<file path="src/pct_pkg.sv">
// Register map, field layout and state types of the countdown timer
package pct_pkg;
  localparam int AW = 8;
  localparam int DW = 32;
  localparam logic [5:0] IDX_MODE = 6'h2a;
  localparam logic [5:0] IDX_PSC_LO = 6'h2b;
  localparam logic [5:0] IDX_RLD_HI = 6'h2c;
  localparam logic [5:0] IDX_RLD_LO = 6'h2d;
  localparam logic [5:0] IDX_CNT_HI = 6'h2e;
  localparam logic [5:0] IDX_CNT_LO = 6'h2f;
  localparam logic [5:0] IDX_CTRL = 6'h0c;
  localparam logic [5:0] IDX_RXMODE = 6'h13;
  localparam logic [5:0] IDX_CFG = 6'h10;
  localparam logic [5:0] IDX_STS = 6'h11;
  localparam logic [5:0] IDX_MASK = 6'h12;
  localparam int CTRL_STOP_BIT = 7;
  localparam int CTRL_START_BIT = 6;
  localparam int RXMODE_MULT_BIT = 2;
  localparam int CFG_EVEN_BIT = 0;
  localparam int CFG_RFON_BIT = 1;
  localparam int STS_EXP_BIT = 0;
  localparam int STS_RUN_BIT = 7;
  localparam logic [7:0] MODE_RST = 8'h00;
  localparam logic [7:0] BYTE_RST = 8'h00;
  localparam logic [2:0] RXBITS_106K = 3'h5;
  localparam logic [2:0] RXBITS_OTHER = 3'h4;
  localparam logic [1:0] GATE_NONE = 2'h0;
  localparam logic [1:0] GATE_SIG = 2'h1;
  localparam logic [1:0] GATE_AUX = 2'h2;
  localparam logic [1:0] GATE_ADR = 2'h3;

  typedef struct packed {
    logic auto_start_enable;
    logic [1:0] gate_select;
    logic auto_reload_enable;
    logic [3:0] prescale_high_nibble;
  } pct_mode_t;

  typedef struct packed {
    logic tx_end;
    logic rf_field_on;
    logic rx_bit;
    logic proto_106k;
  } pct_proto_t;

  typedef enum logic {PCT_IDLE = 1'b0, PCT_RUN = 1'b1} pct_state_t;
endpackage : pct_pkg

</file>
<file path="src/pct_timer.sv">
// Protocol-aware 16-bit countdown timer with Avalon-MM register slave
`timescale 1ns/1ps
module pct_timer (
  input wire logic mclk,
  input wire logic rst,
  input wire logic [pct_pkg::AW-1:0] address,
  input wire logic read,
  input wire logic write,
  input wire logic [pct_pkg::DW-1:0] writedata,
  input wire logic [3:0] byteenable,
  output logic [pct_pkg::DW-1:0] readdata,
  output logic waitrequest,
  input wire pct_pkg::pct_proto_t proto,
  input wire logic signal_input_pin,
  input wire logic auxiliary_pin_one,
  input wire logic address_pin_three,
  output logic timer_running_flag,
  output logic expiry_flag,
  output logic irq
);
  pct_pkg::pct_mode_t mode_r;
  pct_pkg::pct_state_t state_r;
  logic [7:0] prescale_low_byte_r;
  logic [7:0] reload_high_byte_r;
  logic [7:0] reload_low_byte_r;
  logic even_divide_select_r;
  logic initial_field_on_r;
  logic receive_multiple_r;
  logic [7:0] sts_r;
  logic [7:0] mask_r;
  logic [15:0] cnt_r;
  logic [12:0] psc_cnt_r;
  logic [2:0] rxcnt_r;
  logic ack_r;
  logic [pct_pkg::DW-1:0] rdata_r;
  logic [5:0] idx;
  logic wr_ok;
  logic rd_ok;
  logic rd_req;
  logic [12:0] psc_lim;
  logic [15:0] reload_val;
  logic gate_ok;
  logic tick;
  logic at_end;
  logic run;
  logic stop_cmd;
  logic sw_start;
  logic auto_start;
  logic start_evt;
  logic auto_stop;
  logic end_stop;
  logic [2:0] rx_lim;

  // One wait cycle per access keeps read data registered
  assign waitrequest = (read | write) & ~ack_r;
  assign idx = address[7:2];
  assign wr_ok = write & ack_r & byteenable[0];
  assign rd_ok = read & ack_r;
  assign rd_req = read & ~ack_r;
  assign readdata = rdata_r;

  always_ff @(posedge mclk or posedge rst) begin
    if (rst) begin
      ack_r <= 1'b0;
    end else begin
      ack_r <= (read | write) & ~ack_r;
    end
  end

  always_ff @(posedge mclk or posedge rst) begin
    if (rst) begin
      mode_r <= pct_pkg::MODE_RST;
      prescale_low_byte_r <= pct_pkg::BYTE_RST;
      reload_high_byte_r <= pct_pkg::BYTE_RST;
      reload_low_byte_r <= pct_pkg::BYTE_RST;
      even_divide_select_r <= 1'b0;
      initial_field_on_r <= 1'b0;
      receive_multiple_r <= 1'b0;
      mask_r <= pct_pkg::BYTE_RST;
    end else if (wr_ok) begin
      unique case (idx)
        pct_pkg::IDX_MODE: mode_r <= writedata[7:0];
        pct_pkg::IDX_PSC_LO: prescale_low_byte_r <= writedata[7:0];
        pct_pkg::IDX_RLD_HI: reload_high_byte_r <= writedata[7:0];
        pct_pkg::IDX_RLD_LO: reload_low_byte_r <= writedata[7:0];
        pct_pkg::IDX_RXMODE: begin
          receive_multiple_r <= writedata[pct_pkg::RXMODE_MULT_BIT];
        end
        pct_pkg::IDX_CFG: begin
          even_divide_select_r <= writedata[pct_pkg::CFG_EVEN_BIT];
          initial_field_on_r <= writedata[pct_pkg::CFG_RFON_BIT];
        end
        pct_pkg::IDX_MASK: mask_r <= writedata[7:0];
        default: ;
      endcase
    end
  end

  // Command bits are strobes and read back as zero
  assign stop_cmd = wr_ok && idx == pct_pkg::IDX_CTRL &&
                    writedata[pct_pkg::CTRL_STOP_BIT];
  assign sw_start = wr_ok && idx == pct_pkg::IDX_CTRL &&
                    writedata[pct_pkg::CTRL_START_BIT];

  assign reload_val = {reload_high_byte_r, reload_low_byte_r};
  // Period is 2P+1 or 2P+2 cycles: count 0 up to 2P+even
  assign psc_lim = {mode_r.prescale_high_nibble, prescale_low_byte_r,
                    even_divide_select_r};
  assign run = state_r == pct_pkg::PCT_RUN;

  always_comb begin
    unique case (mode_r.gate_select)
      pct_pkg::GATE_NONE: gate_ok = 1'b1;
      pct_pkg::GATE_SIG: gate_ok = signal_input_pin;
      pct_pkg::GATE_AUX: gate_ok = auxiliary_pin_one;
      pct_pkg::GATE_ADR: gate_ok = address_pin_three;
    endcase
  end

  assign tick = run && gate_ok && psc_cnt_r == psc_lim;
  assign at_end = tick && cnt_r == 16'h0000;
  assign end_stop = at_end && !mode_r.auto_reload_enable;

  assign auto_start = mode_r.auto_start_enable &&
                      (proto.tx_end ||
                       (initial_field_on_r && proto.rf_field_on));
  assign start_evt = sw_start || auto_start;
  assign rx_lim = proto.proto_106k ? pct_pkg::RXBITS_106K
                                   : pct_pkg::RXBITS_OTHER;
  assign auto_stop = run && mode_r.auto_start_enable &&
                     !receive_multiple_r && proto.rx_bit &&
                     3'(rxcnt_r + 3'h1) == rx_lim;

  // A stop command outranks a start in the same cycle
  always_ff @(posedge mclk or posedge rst) begin
    if (rst) begin
      state_r <= pct_pkg::PCT_IDLE;
    end else if (stop_cmd || auto_stop) begin
      state_r <= pct_pkg::PCT_IDLE;
    end else if (start_evt) begin
      state_r <= pct_pkg::PCT_RUN;
    end else if (end_stop) begin
      state_r <= pct_pkg::PCT_IDLE;
    end
  end

  always_ff @(posedge mclk or posedge rst) begin
    if (rst) begin
      cnt_r <= 16'h0000;
    end else if (start_evt && !stop_cmd && !auto_stop) begin
      cnt_r <= reload_val;
    end else if (at_end && mode_r.auto_reload_enable) begin
      cnt_r <= reload_val;
    end else if (tick && cnt_r != 16'h0000) begin
      cnt_r <= 16'(cnt_r - 16'h0001);
    end
  end

  // Prescaler halts with the gate so partial periods resume
  always_ff @(posedge mclk or posedge rst) begin
    if (rst) begin
      psc_cnt_r <= 13'h0000;
    end else if (start_evt || !run) begin
      psc_cnt_r <= 13'h0000;
    end else if (tick) begin
      psc_cnt_r <= 13'h0000;
    end else if (gate_ok) begin
      psc_cnt_r <= 13'(psc_cnt_r + 13'h0001);
    end
  end

  always_ff @(posedge mclk or posedge rst) begin
    if (rst) begin
      rxcnt_r <= 3'h0;
    end else if (start_evt || !run) begin
      rxcnt_r <= 3'h0;
    end else if (proto.rx_bit && rxcnt_r != 3'h7) begin
      rxcnt_r <= 3'(rxcnt_r + 3'h1);
    end
  end

  // Read clears only what it returned, so later and same-cycle sets survive
  always_ff @(posedge mclk or posedge rst) begin
    if (rst) begin
      sts_r <= 8'h00;
    end else begin
      if (rd_ok && idx == pct_pkg::IDX_STS) begin
        sts_r <= sts_r & ~rdata_r[7:0];
      end
      if (at_end) begin
        sts_r[pct_pkg::STS_EXP_BIT] <= 1'b1;
      end
    end
  end

  assign expiry_flag = sts_r[pct_pkg::STS_EXP_BIT];
  assign timer_running_flag = run;
  assign irq = |(sts_r & mask_r);

  always_ff @(posedge mclk or posedge rst) begin
    if (rst) begin
      rdata_r <= 32'h0000_0000;
    end else if (rd_req) begin
      // Captured in the request cycle so data stand while waitrequest is low
      rdata_r <= 32'h0000_0000;
      unique case (idx)
        pct_pkg::IDX_MODE: rdata_r[7:0] <= mode_r;
        pct_pkg::IDX_PSC_LO: rdata_r[7:0] <= prescale_low_byte_r;
        pct_pkg::IDX_RLD_HI: rdata_r[7:0] <= reload_high_byte_r;
        pct_pkg::IDX_RLD_LO: rdata_r[7:0] <= reload_low_byte_r;
        pct_pkg::IDX_CNT_HI: rdata_r[7:0] <= cnt_r[15:8];
        pct_pkg::IDX_CNT_LO: rdata_r[7:0] <= cnt_r[7:0];
        pct_pkg::IDX_RXMODE: begin
          rdata_r[pct_pkg::RXMODE_MULT_BIT] <= receive_multiple_r;
        end
        pct_pkg::IDX_CFG: begin
          rdata_r[pct_pkg::CFG_EVEN_BIT] <= even_divide_select_r;
          rdata_r[pct_pkg::CFG_RFON_BIT] <= initial_field_on_r;
        end
        pct_pkg::IDX_STS: begin
          rdata_r[7:0] <= sts_r;
          rdata_r[pct_pkg::STS_RUN_BIT] <= run;
        end
        pct_pkg::IDX_MASK: rdata_r[7:0] <= mask_r;
        default: ;
      endcase
    end
  end
endmodule : pct_timer

</file>
<file path="config.mk">
export PLATFORM = sky130hd
export DESIGN_NAME = pct_timer
export DESIGN_NICKNAME = d
export VERILOG_FILES = /design/src/pct_pkg.sv /design/src/pct_timer.sv
export SDC_FILE = /design/constraint.sdc
export NUM_CORES = 1
export LEC_CHECK = 0
export BUFFER_PORTS_ARGS = -buffer_cell sky130_fd_sc_hd__buf_2
export CAP_MARGIN = 40
export CORE_ASPECT_RATIO = 1.4
export CORE_MARGIN = 2
export CORE_UTILIZATION = 29
export CTS_BUF_LIST = sky130_fd_sc_hd__clkbuf_16
export DETAILED_ROUTE_END_ITERATION = 10
export SYNTH_ARGS = -nofsm -noshare
export SYNTH_HDL_FRONTEND = slang
export SYNTH_SLANG_ARGS = --single-unit
</file>
<file path="constraint.sdc">
create_clock -name mclk -period 7.95 [get_ports mclk]
set_input_delay 0.795 -clock mclk [delete_from_list [all_inputs] [get_ports mclk]]
set_output_delay 0.795 -clock mclk [all_outputs]
set_load 0.01 [all_outputs]
</file>
# [Word-level counts from Yosys, hierarchy flattened]
# Cells that the tools add are included.
[op_classes] eq_ne=17 n_reduce_logical=44 add_sub_neg=3 n_mux=18 bitwise_logic=10
[op_table] cell="16-bit 2-to-1 mux" n=3
[op_table] cell="5-bit one-hot mux with 8 select lines" n=1
[op_table] cell="13-bit 2-to-1 mux" n=3
[op_table] cell="6-bit equality test (second input constant)" n=6
[op_table] cell="6-bit by 5-bit equality test with 1-bit output (second input constant)" n=4
[op_table] cell="1-bit logical AND" n=19
[op_table] cell="2-bit one-hot mux with 9 select lines" n=1
[op_table] cell="8-bit AND" n=2
[op_table] cell="16-bit logical NOT" n=1
[op_table] cell="16-bit nonzero test" n=1
[op_table] cell="16-bit by 1-bit subtractor with 16-bit output (second input constant)" n=1
[op_table] cell="2-bit AND reduction" n=7
[op_table] cell="13-bit by 1-bit adder with 13-bit output (second input constant)" n=1
[op_table] cell="13-bit equality test" n=1
[op_table] cell="1-bit one-hot mux with 9 select lines" n=1
[op_table] cell="3-bit nonzero test" n=3
[op_table] cell="8-bit NOT" n=1
[op_table] cell="8-bit OR reduction" n=1
[op_table] cell="6-bit by 4-bit equality test with 1-bit output (second input constant)" n=1
[op_table] cell="1-bit 2-to-1 mux" n=6
[op_table] cell="3-bit 2-to-1 mux" n=2
[op_table] cell="1-bit AND" n=5
[op_table] cell="1-bit logical NOT" n=5
[op_table] cell="2-bit equality test (second input constant)" n=2
[op_table] cell="10 further kinds" n=14
[word_totals] output_inout_bits=36 inputBits=55 word_cells=111 register_bits=93

# [Depth between registers and ports, before layout]
# Gate-level depths: netlist of the first run.
[logic_depth] word_depth=9 depth_mapped=9 mapped_depth_nobuf=8

# [Worst setup path before layout of the first run]
# OpenSTA, ideal clock, no wires.
[synth_timing] kind="input to register" startpoint="input port address[3] (netlist bit)" endpoint="register cnt_r[11]" required_time_ns=7.824 path_buffers=2 t_arrival_ns=2.745 setup_ns=0.126 cell_stages=7 setup_slack_ns=5.079 path_cell_list="buf_6 -> or3_4 -> or4_1 -> a221o_2 -> buf_6 -> a32o_1 -> a221o_1"
[synth_via] elab_chain_cells=7 word_cells_on_any_way=10 cone_classes="eq/ne: 1; mux: 1; reduce/logical: 8"
[synth_rtl] item="start, declared" line_no="pct_timer.sv:6" source="input wire logic [pct_pkg::AW-1:0] address,"
[synth_rtl] item="6-bit by 4-bit equality test with 1-bit output (*)" line_no="pct_timer.sv:100, pct_timer.sv:102"
[synth_rtl] item="1-bit logical AND (*)" line_no="pct_timer.sv:100, pct_timer.sv:102"
[synth_rtl] item="1-bit logical AND (on tied branches)" line_no="pct_timer.sv:102, pct_timer.sv:100"
[synth_rtl] item="1-bit logical OR or 1-bit logical NOT (tied branches)" line_no="pct_timer.sv:127, pct_timer.sv:150"
[synth_rtl] item="1-bit logical AND (*) (2 in a row)" line_no="pct_timer.sv:150" source="end else if (start_evt && !stop_cmd && !auto_stop) begin"
[synth_rtl] item="3-bit nonzero test (no source line) or 16-bit 2-to-1 mux (tied branches)"
[synth_rtl] item="end signal, assigned" line_no="pct_timer.sv:151" source="cnt_r <= reload_val;"
[synth_rtl] item="end signal, assigned" line_no="pct_timer.sv:153" source="cnt_r <= reload_val;"
[synth_rtl] item="end signal, assigned" line_no="pct_timer.sv:155" source="cnt_r <= 16'(cnt_r - 16'h0001);"
[synth_rtl] item="end, declared" line_no="pct_timer.sv:31" source="logic [15:0] cnt_r;"
# Mark *: on every way between the ends. The rest lies on a longest branch, timed or not.
# A chain may end at the register's enable or synchronous reset.

# [Final worst setup path of the first run]
[layout_timing] startpoint="register mode_r[5] (netlist bit)" endpoint="register cnt_r[9]"
[layout_via] elab_chain_cells=8 word_cells_on_any_way=13 cone_classes="eq/ne: 3; mux: 3; reduce/logical: 7"
[layout_rtl] item="start, declared" line_no="pct_timer.sv:21" source="pct_pkg::pct_mode_t mode_r;"
[layout_rtl] item="start signal, assigned" line_no="pct_timer.sv:72" source="mode_r <= pct_pkg::MODE_RST;"
[layout_rtl] item="start signal, assigned" line_no="pct_timer.sv:82" source="pct_pkg::IDX_MODE: mode_r <= writedata[7:0];"
[layout_rtl] item="2-bit equality test (tied with other cells)" line_no="pct_timer.sv:112" source="unique case (mode_r.gate_select)"
[layout_rtl] item="1-bit one-hot mux with 4 select lines (*)" line_no="pct_timer.sv:112"
[layout_rtl] item="1-bit logical AND (*) (2 in a row)" line_no="pct_timer.sv:120" source="assign tick = run && gate_ok && psc_cnt_r == psc_lim;"
[layout_rtl] item="1-bit logical AND" line_no="pct_timer.sv:121" source="assign at_end = tick && cnt_r == 16'h0000;"
[layout_rtl] item="1-bit logical AND" line_no="pct_timer.sv:152" source="end else if (at_end && mode_r.auto_reload_enable) begin"
[layout_rtl] item="16-bit 2-to-1 mux" line_no="pct_timer.sv:152"
[layout_rtl] item="16-bit 2-to-1 mux" line_no="pct_timer.sv:150"
# Marked as above.

==> results.sh, run 1 <==
export IMPL_reg2reg_depth=6
export IMPL_synth_main_ff_cell="dfrtp_1"
export IMPL_grt_pass1_vias=4242
export IMPL_drc_errors=0
export IMPL_r2r_end="cnt_r[9]"
export IMPL_synth_top_area_cell="dfrtp_1"
export IMPL_hold_violations=0
export IMPL_grt_pass1_wl_um=23800
export IMPL_start_util_pct=29.4
export IMPL_status="finished, final reports clean"
export IMPL_syn_avg_cell_area_um2=10.5
export IMPL_totalWireLength_um=15100
export IMPL_yosys_warnings=0
export IMPL_ioPinCount=91
export IMPL_nNetsFinal=595
export IMPL_worstPathArrival_ns=3.41
export IMPL_grt_use_total_pct=16.0
export IMPL_cp_max_fo=19
export IMPL_critPathSlowestCell="o31ai_4"
export IMPL_place_gp_congestion=0.851
export IMPL_die_h_um=163
export IMPL_stdcell_area_mm2=0.00594
export IMPL_rsz0062_at_grt="false"
export IMPL_slew_headroom_pct=41.8
export IMPL_hp_class="in -> async"
export IMPL_firstDrtPassIters=4
export IMPL_holdBufCountCts=0
export IMPL_antenna_found_initial=0
export IMPL_dp_hpwl_um=11200
export IMPL_core_area_mm2=0.0179
export IMPL_timing_final_crit_share_pct=40.0
export IMPL_r2r_start="mode_r[5]"
export IMPL_r2r_slack_ns=4.77
export IMPL_cts_tree="built"
export IMPL_area_delta_synth_final_pct=13.1
export IMPL_fmax_ghz=0.314
export IMPL_yosysSeqAreaShare_pct=44.3
export IMPL_synth_edf_count=0
export IMPL_power_uw=1480
export IMPL_synth_cell_types=67
export IMPL_ys_ff_latch=93
export IMPL_clock_sinks=93
export IMPL_overflow=0
export IMPL_num_vias=4194
export IMPL_clock_latency_ns=0.35
export IMPL_drtIter0Drc=329
export IMPL_finalSetupViolCount=0
export IMPL_async_flop_share_pct=100
export IMPL_leakage_uw=0.00269
export IMPL_fin_skew_ns=0.00807
export IMPL_slew_violations=0
export IMPL_postLayoutCoreUtil_pct=33.3
export IMPL_p_per_area_mw_per_mm2=248
export IMPL_cts_htree_levels=3
export IMPL_n_antenna_cell=0
export IMPL_ir_drop_mv=0.123
export IMPL_die_w_um=118
export IMPL_worstPathCellList="mux2i_1 > a21oi_1 > nand3_1 > o31ai_4 > a311oi_1 > a211o_1"
export IMPL_viasPerCell=5.38
export IMPL_crit_type="reg -> reg"
export IMPL_worst_setup_path_start_kind="flip-flop"
export IMPL_syn_cell_area_mm2=0.00526
export IMPL_drive_gt1_share_pct=21.9
export IMPL_ant_nets=0
export IMPL_clock_path_buffers=2
export IMPL_root_buffer="clkbuf_16"
export IMPL_worstMarginPinSlew_ns=0.872
export IMPL_cts_resized=0
export IMPL_tns_ns=0
export IMPL_grt_max_degree=67
export IMPL_required_ns=8.18
export IMPL_cap_violations=0
export IMPL_rows=58
export IMPL_synth_top_area_share_pct=44.3
export IMPL_clk_pin_slew_ns=0.07
export IMPL_place_area_mm2=0.00562
export IMPL_io_buffers=37
export IMPL_routedWlPerCell_um=19.3
export IMPL_cts_inserted_buffers=9
export IMPL_end_kind="flip-flop"
export IMPL_die_area_mm2=0.0192
export IMPL_cts_setup_buffers=0
export IMPL_synth_cells=501
export IMPL_fillers=1809
export IMPL_period_needed_ns=3.18
export IMPL_cpPeakStageDelay_ns=0.90
export IMPL_netlist_top_cells_area="dfrtp_1 44%, mux2_2 9.6%, buf_4 3.4%"
[registers in the layout, indices dropped and copies added (netlist names), 3 cells and up]
name / flops
sts_r: 8
psc_cnt_r: 13
reload_high_byte_r: 8
prescale_low_byte_r: 8
readdata: 8
rxcnt_r: 3
mode_r: 8
reload_low_byte_r: 8
cnt_r: 16
mask_r: 8
[per-layer routing]
metal	GRT usage [%]	part of all wire, %	up-vias
li1	-	-	1882
met1	18.3	39	2100
met2	27.8	50	165
met3	2.65	4.8	47
met4	9.80	6.3	0
met5	0	0	-
[Yosys cell counts, drive strengths merged (7+ instances only)]
master	number
mux2i	9
nor4	10
clkbuf	12
o21ai	12
xnor2	9
a221oi	8
nor2	37
inv	11
a22oi	13
xor2	18
a21boi	7
nand2	35
mux2	45
dfrtp	93
nor3	14
nand3	24
nor2b	7
buf	30
nand4	8
a21oi	12
[cell type report]
| class | instances | area (um2) | share of cell area (%) |
|---|---|---|---|
| clock buffer | 9 | 225 | 3.79 |
| clock inverter | 7 | 97.6 | 1.64 |
| inverter | 12 | 47.5 | 0.800 |
| multi-input combinational | 377 | 2700 | 45.5 |
| sequential | 93 | 2330 | 39.2 |
| tap | 240 | 300 | 5.05 |
| timing repair buffer | 42 | 240 | 4.04 |
[worst max-delay path, delay by kind of cell, from the launching register on]
kind               cells  cell delay (ns)
muxes                  1             0.14
DFF                    1             0.44
and+or+nand+nor        1             0.56
AOI/OAI and AO/OA      4             1.91
[logic make-up after synthesis]
logic type | count (synthesis) | share of synthesized area, %
compound gates | 94 | 13.7
xor+xnor | 27 | 4.50
fa+ha+maj | 5 | 1.19
buf+inv | 54 | 5.90
flops | 93 | 44.3
mux | 58 | 13.1
other cells | 1 | 0.0714
simple gates | 169 | 17.3
[report_power, final]
| group | switching, uW | internal, uW | total, uW |
|---|---|---|---|
| clock | 189 | 277 | 466 |
| combinational | 235 | 153 | 388 |
| sequential | 93.4 | 529 | 622 |
[cell usage in the layout (no fill, tap or decap), drive strengths merged, types with 5 or more instances in the layout]
| master | instances |
|---|---|
| xnor2 | 9 |
| o21ai | 12 |
| clkbuf | 9 |
| ha | 5 |
| and3 | 5 |
| inv | 12 |
| xor2 | 18 |
| a221o | 5 |
| dfrtp | 93 |
| nor2 | 37 |
| mux2 | 45 |
| nand4 | 8 |
| nand2 | 35 |
| nor2b | 7 |
| a221oi | 8 |
| nand3 | 24 |
| nor4 | 10 |
| buf | 42 |
| nand2b | 5 |
| a22oi | 13 |
| a21boi | 7 |
| nor3 | 14 |
| a21oi | 12 |
| conb | 24 |
| mux2i | 9 |
[worst max-delay path by stage]
| stage | startpoint | end | slack [ns] | cells past startpoint |
|---|---|---|---|---|
| floorplan | rst | ack_r | 4.73 | 1 |
| global placement | address_pin_three | cnt_r[1] | 4.49 | 7 |
| detailed placement | auxiliary_pin_one | cnt_r[9] | 4.41 | 7 |
| CTS | mode_r[5] | cnt_r[9] | 4.76 | 6 |
| global route | mode_r[5] | cnt_r[9] | 4.52 | 6 |
| finish | mode_r[5] | cnt_r[9] | 4.77 | 6 |
[through the flow]
| step | hold slack, ns | setup WS, ns | instances |
|---|---|---|---|
| 2_1_floorplan | 0.461 | 4.73 | 524 |
| 3_3_place_gp | 0.471 | 4.49 | 762 |
| 3_5_place_dp | 0.484 | 4.41 | 764 |
| 4_1_cts | 0.374 | 4.76 | 780 |
| 5_1_grt | 0.389 | 4.52 | 780 |
| 6_report | 0.370 | 4.77 | 780 |
No activity file was read; power rests on OpenSTA's default activity.
==> run 2: changes to the inputs <==
ABC_AREA = 1   (was unset)
clock period = 3 ns   (was 7.95 ns; I/O delays follow)
==> run 2 against run 1 <==
Compared with the run above: die area is 5.2% higher; global-route usage is 1.0 points higher; non-clock buffer count is 4 higher; hold slack worse by 0.31 ns; sequential share of layout area is 1.5 points lower; synthesized cell count is 52% higher; highest routed layer unchanged.
==> results.sh, run 2 <==
export IMPL_required_ns=3.25
export IMPL_clk_pin_slew_ns=0.07
export IMPL_ys_ff_latch=93
export IMPL_slew_headroom_pct=54.3
export IMPL_yosys_warnings=0
export IMPL_crit_type="reg -> reg"
export IMPL_num_vias=5112
export IMPL_period_needed_ns=2.15
export IMPL_synth_edf_count=0
export IMPL_antenna_found_initial=0
export IMPL_overflow=0
export IMPL_core_area_mm2=0.0187
export IMPL_top_register="cnt_r"
export IMPL_leakage_uw=0.00309
export IMPL_fillers=2051
export IMPL_largest_reg_flops=16
export IMPL_cts_htree_levels=3
export IMPL_hp_class="in -> async"
export IMPL_cts_tree="built"
export IMPL_place_gp_congestion=0.970
export IMPL_stdcell_area_mm2=0.00618
export IMPL_reg_top3="cnt_r: 16 flops, psc_cnt_r: 13 flops"
export IMPL_clock_latency_ns=0.35
export IMPL_start_util_pct=29.6
export IMPL_slew_violations=0
export IMPL_clock_sinks=93
export IMPL_holdBufCountCts=0
export IMPL_ant_nets=0
export IMPL_r2r_start="cnt_r[0]"
export IMPL_n_antenna_cell=0
export IMPL_worst_setup_path_start_kind="flip-flop"
export IMPL_grt_pass1_vias=4826
export IMPL_drtIter0Drc=309
export IMPL_grt_max_degree=52
export IMPL_most_common_layout_cells="217 x nand2_1, 93 x dfrtp_1, 77 x inv_1, 64 x nor2_1, 58 x nand3_1"
export IMPL_worstPathArrival_ns=2.40
export IMPL_cts_inserted_buffers=9
export IMPL_synth_cell_types=37
export IMPL_rows=59
export IMPL_grt_pass1_wl_um=26600
export IMPL_io_buffers=37
export IMPL_totalWireLength_um=16800
export IMPL_reg2reg_depth=11
export IMPL_area_delta_synth_final_pct=11.6
export IMPL_yosysSeqAreaShare_pct=42.0
export IMPL_root_buffer="clkbuf_16"
export IMPL_cts_resized=0
export IMPL_synth_top_area_share_pct=42.0
export IMPL_end_kind="flip-flop"
export IMPL_die_h_um=167
export IMPL_syn_avg_cell_area_um2=7.28
export IMPL_ioPinCount=91
export IMPL_grt_use_total_pct=17.0
export IMPL_r2r_slack_ns=0.85
export IMPL_syn_cell_area_mm2=0.00554
export IMPL_p_per_area_mw_per_mm2=624
export IMPL_die_w_um=121
export IMPL_drive_gt1_share_pct=11.4
export IMPL_synth_commonest_cells="217 x nand2_1, 93 x dfrtp_1, 77 x inv_1, 64 x nor2_1, 58 x nand3_1"
export IMPL_viasPerCell=4.87
export IMPL_tns_ns=0
export IMPL_place_area_mm2=0.00590
export IMPL_nNetsFinal=860
export IMPL_die_area_mm2=0.0202
export IMPL_async_flop_share_pct=100
export IMPL_timing_final_crit_share_pct=71.8
export IMPL_fmax_ghz=0.464
export IMPL_cp_max_fo=20
export IMPL_cts_setup_buffers=0
export IMPL_synth_top_area_cell="dfrtp_1"
export IMPL_synth_main_ff_cell="dfrtp_1"
export IMPL_clock_path_buffers=2
export IMPL_firstDrtPassIters=5
export IMPL_r2r_end="cnt_r[0]"
export IMPL_worstMarginPinSlew_ns=0.686
export IMPL_netlist_top_cells_area="dfrtp_1 42%, nand2_1 15%, nand3_1 5.2%"
export IMPL_finalSetupViolCount=0
export IMPL_status="finished, final reports clean"
export IMPL_dp_hpwl_um=12900
export IMPL_routedWlPerCell_um=16.0
export IMPL_post_synth_top_count_cell="nand2_1"
export IMPL_rsz0062_at_grt="false"
export IMPL_fin_skew_ns=0.00820
export IMPL_hold_violations=0
export IMPL_final_common_cell="nand2_1"
export IMPL_drc_errors=0
export IMPL_cap_violations=0
export IMPL_synth_cells=761
export IMPL_ir_drop_mv=0.253
[run 2: cell count changes after synthesis, moves of 17 or more]
cell	delta
inv_1	+66
o21ai_1	+19
mux2_2	-45
nand3_1	+34
nand4_1	+32
o21ai_0	+23
nor2_1	+27
nand2_1	+182
inv_2	+17
[run 2: area by class of cell]
class / count / area, um2 / area share (%)
Tap cell: 244 / 305 / 4.94
Multi-Input combinational cell: 556 / 2660 / 43.1
Inverter: 94 / 355 / 5.75
Clock buffer: 9 / 225 / 3.65
Clock inverter: 7 / 50.0 / 0.810
Sequential cell: 93 / 2330 / 37.7
Timing Repair Buffer: 46 / 253 / 4.09
[run 2: kinds of logic (layout without fill, tap and decap cells)]
kind of cell	Yosys count	after routing	synth area share, %
XOR/XNOR	19	19	3.01
flip-flops	93	93	42.0
buffers and inverters	135	156	11.5
adder cells (fa/ha/maj)	5	5	1.13
other	1	24	0.0677
AO/OA/AOI/OAI	101	101	10.0
AND/OR/NAND/NOR	407	407	32.3
[run 2: worst max path at each step]
stage / startpoint / to / slack [ns] / depth (start not counted)
after global placement: mode_r[5] / cnt_r[0] / 0.85 / 11
after global routing: cnt_r[10] / cnt_r[0] / 0.70 / 11
final: cnt_r[0] / cnt_r[0] / 0.85 / 11
after detailed placement: mode_r[5] / cnt_r[0] / 0.86 / 11
after floorplan: rst / ack_r / 0.28 / 1
after CTS: mode_r[5] / cnt_r[0] / 0.86 / 11
[run 2: through the flow]
| step | hold slack, ns | total power [uW] | setup slack, ns | instances | utilization, % |
|---|---|---|---|---|---|
| 2_1_floorplan | 0.453 | 2450 | 0.280 | 784 | - |
| 3_3_place_gp | 0.463 | 2770 | 0.850 | 1033 | 31.6 |
| 3_5_place_dp | 0.467 | 2780 | 0.864 | 1033 | 31.6 |
| 4_1_cts | 0.0950 | 3870 | 0.859 | 1049 | 33.1 |
| 5_1_grt | 0.108 | 4130 | 0.695 | 1049 | 33.1 |
| 6_report | 0.0604 | 3860 | 0.845 | 1049 | 33.1 |
[run 2: report_power, final]
group	internal, uW	switching (uW)	total [uW]
combinational	409	753	1160
sequential	1400	204	1600
clock	568	526	1090
total	2370	1480	3860
[run 2: per-layer routing]
layer / share of wire, % / GRT usage (%)
met4: 4.0 / 8.09
met1: 42 / 20.4
met5: 0 / 0
met2: 50 / 29.3
met3: 4.0 / 2.69
[run 2: worst max-delay path, stage by stage, from the launching register on]
cell	delay, ns
dfrtp_1	0.41
inv_1	0.20
ha_1	0.21
and3_1	0.16
nand2_1	0.06
nor2_2	0.19
nand4_2	0.12
buf_4	0.23
nand2_2	0.28
nand2_1	0.09
nand2_1	0.08
inv_1	0.04
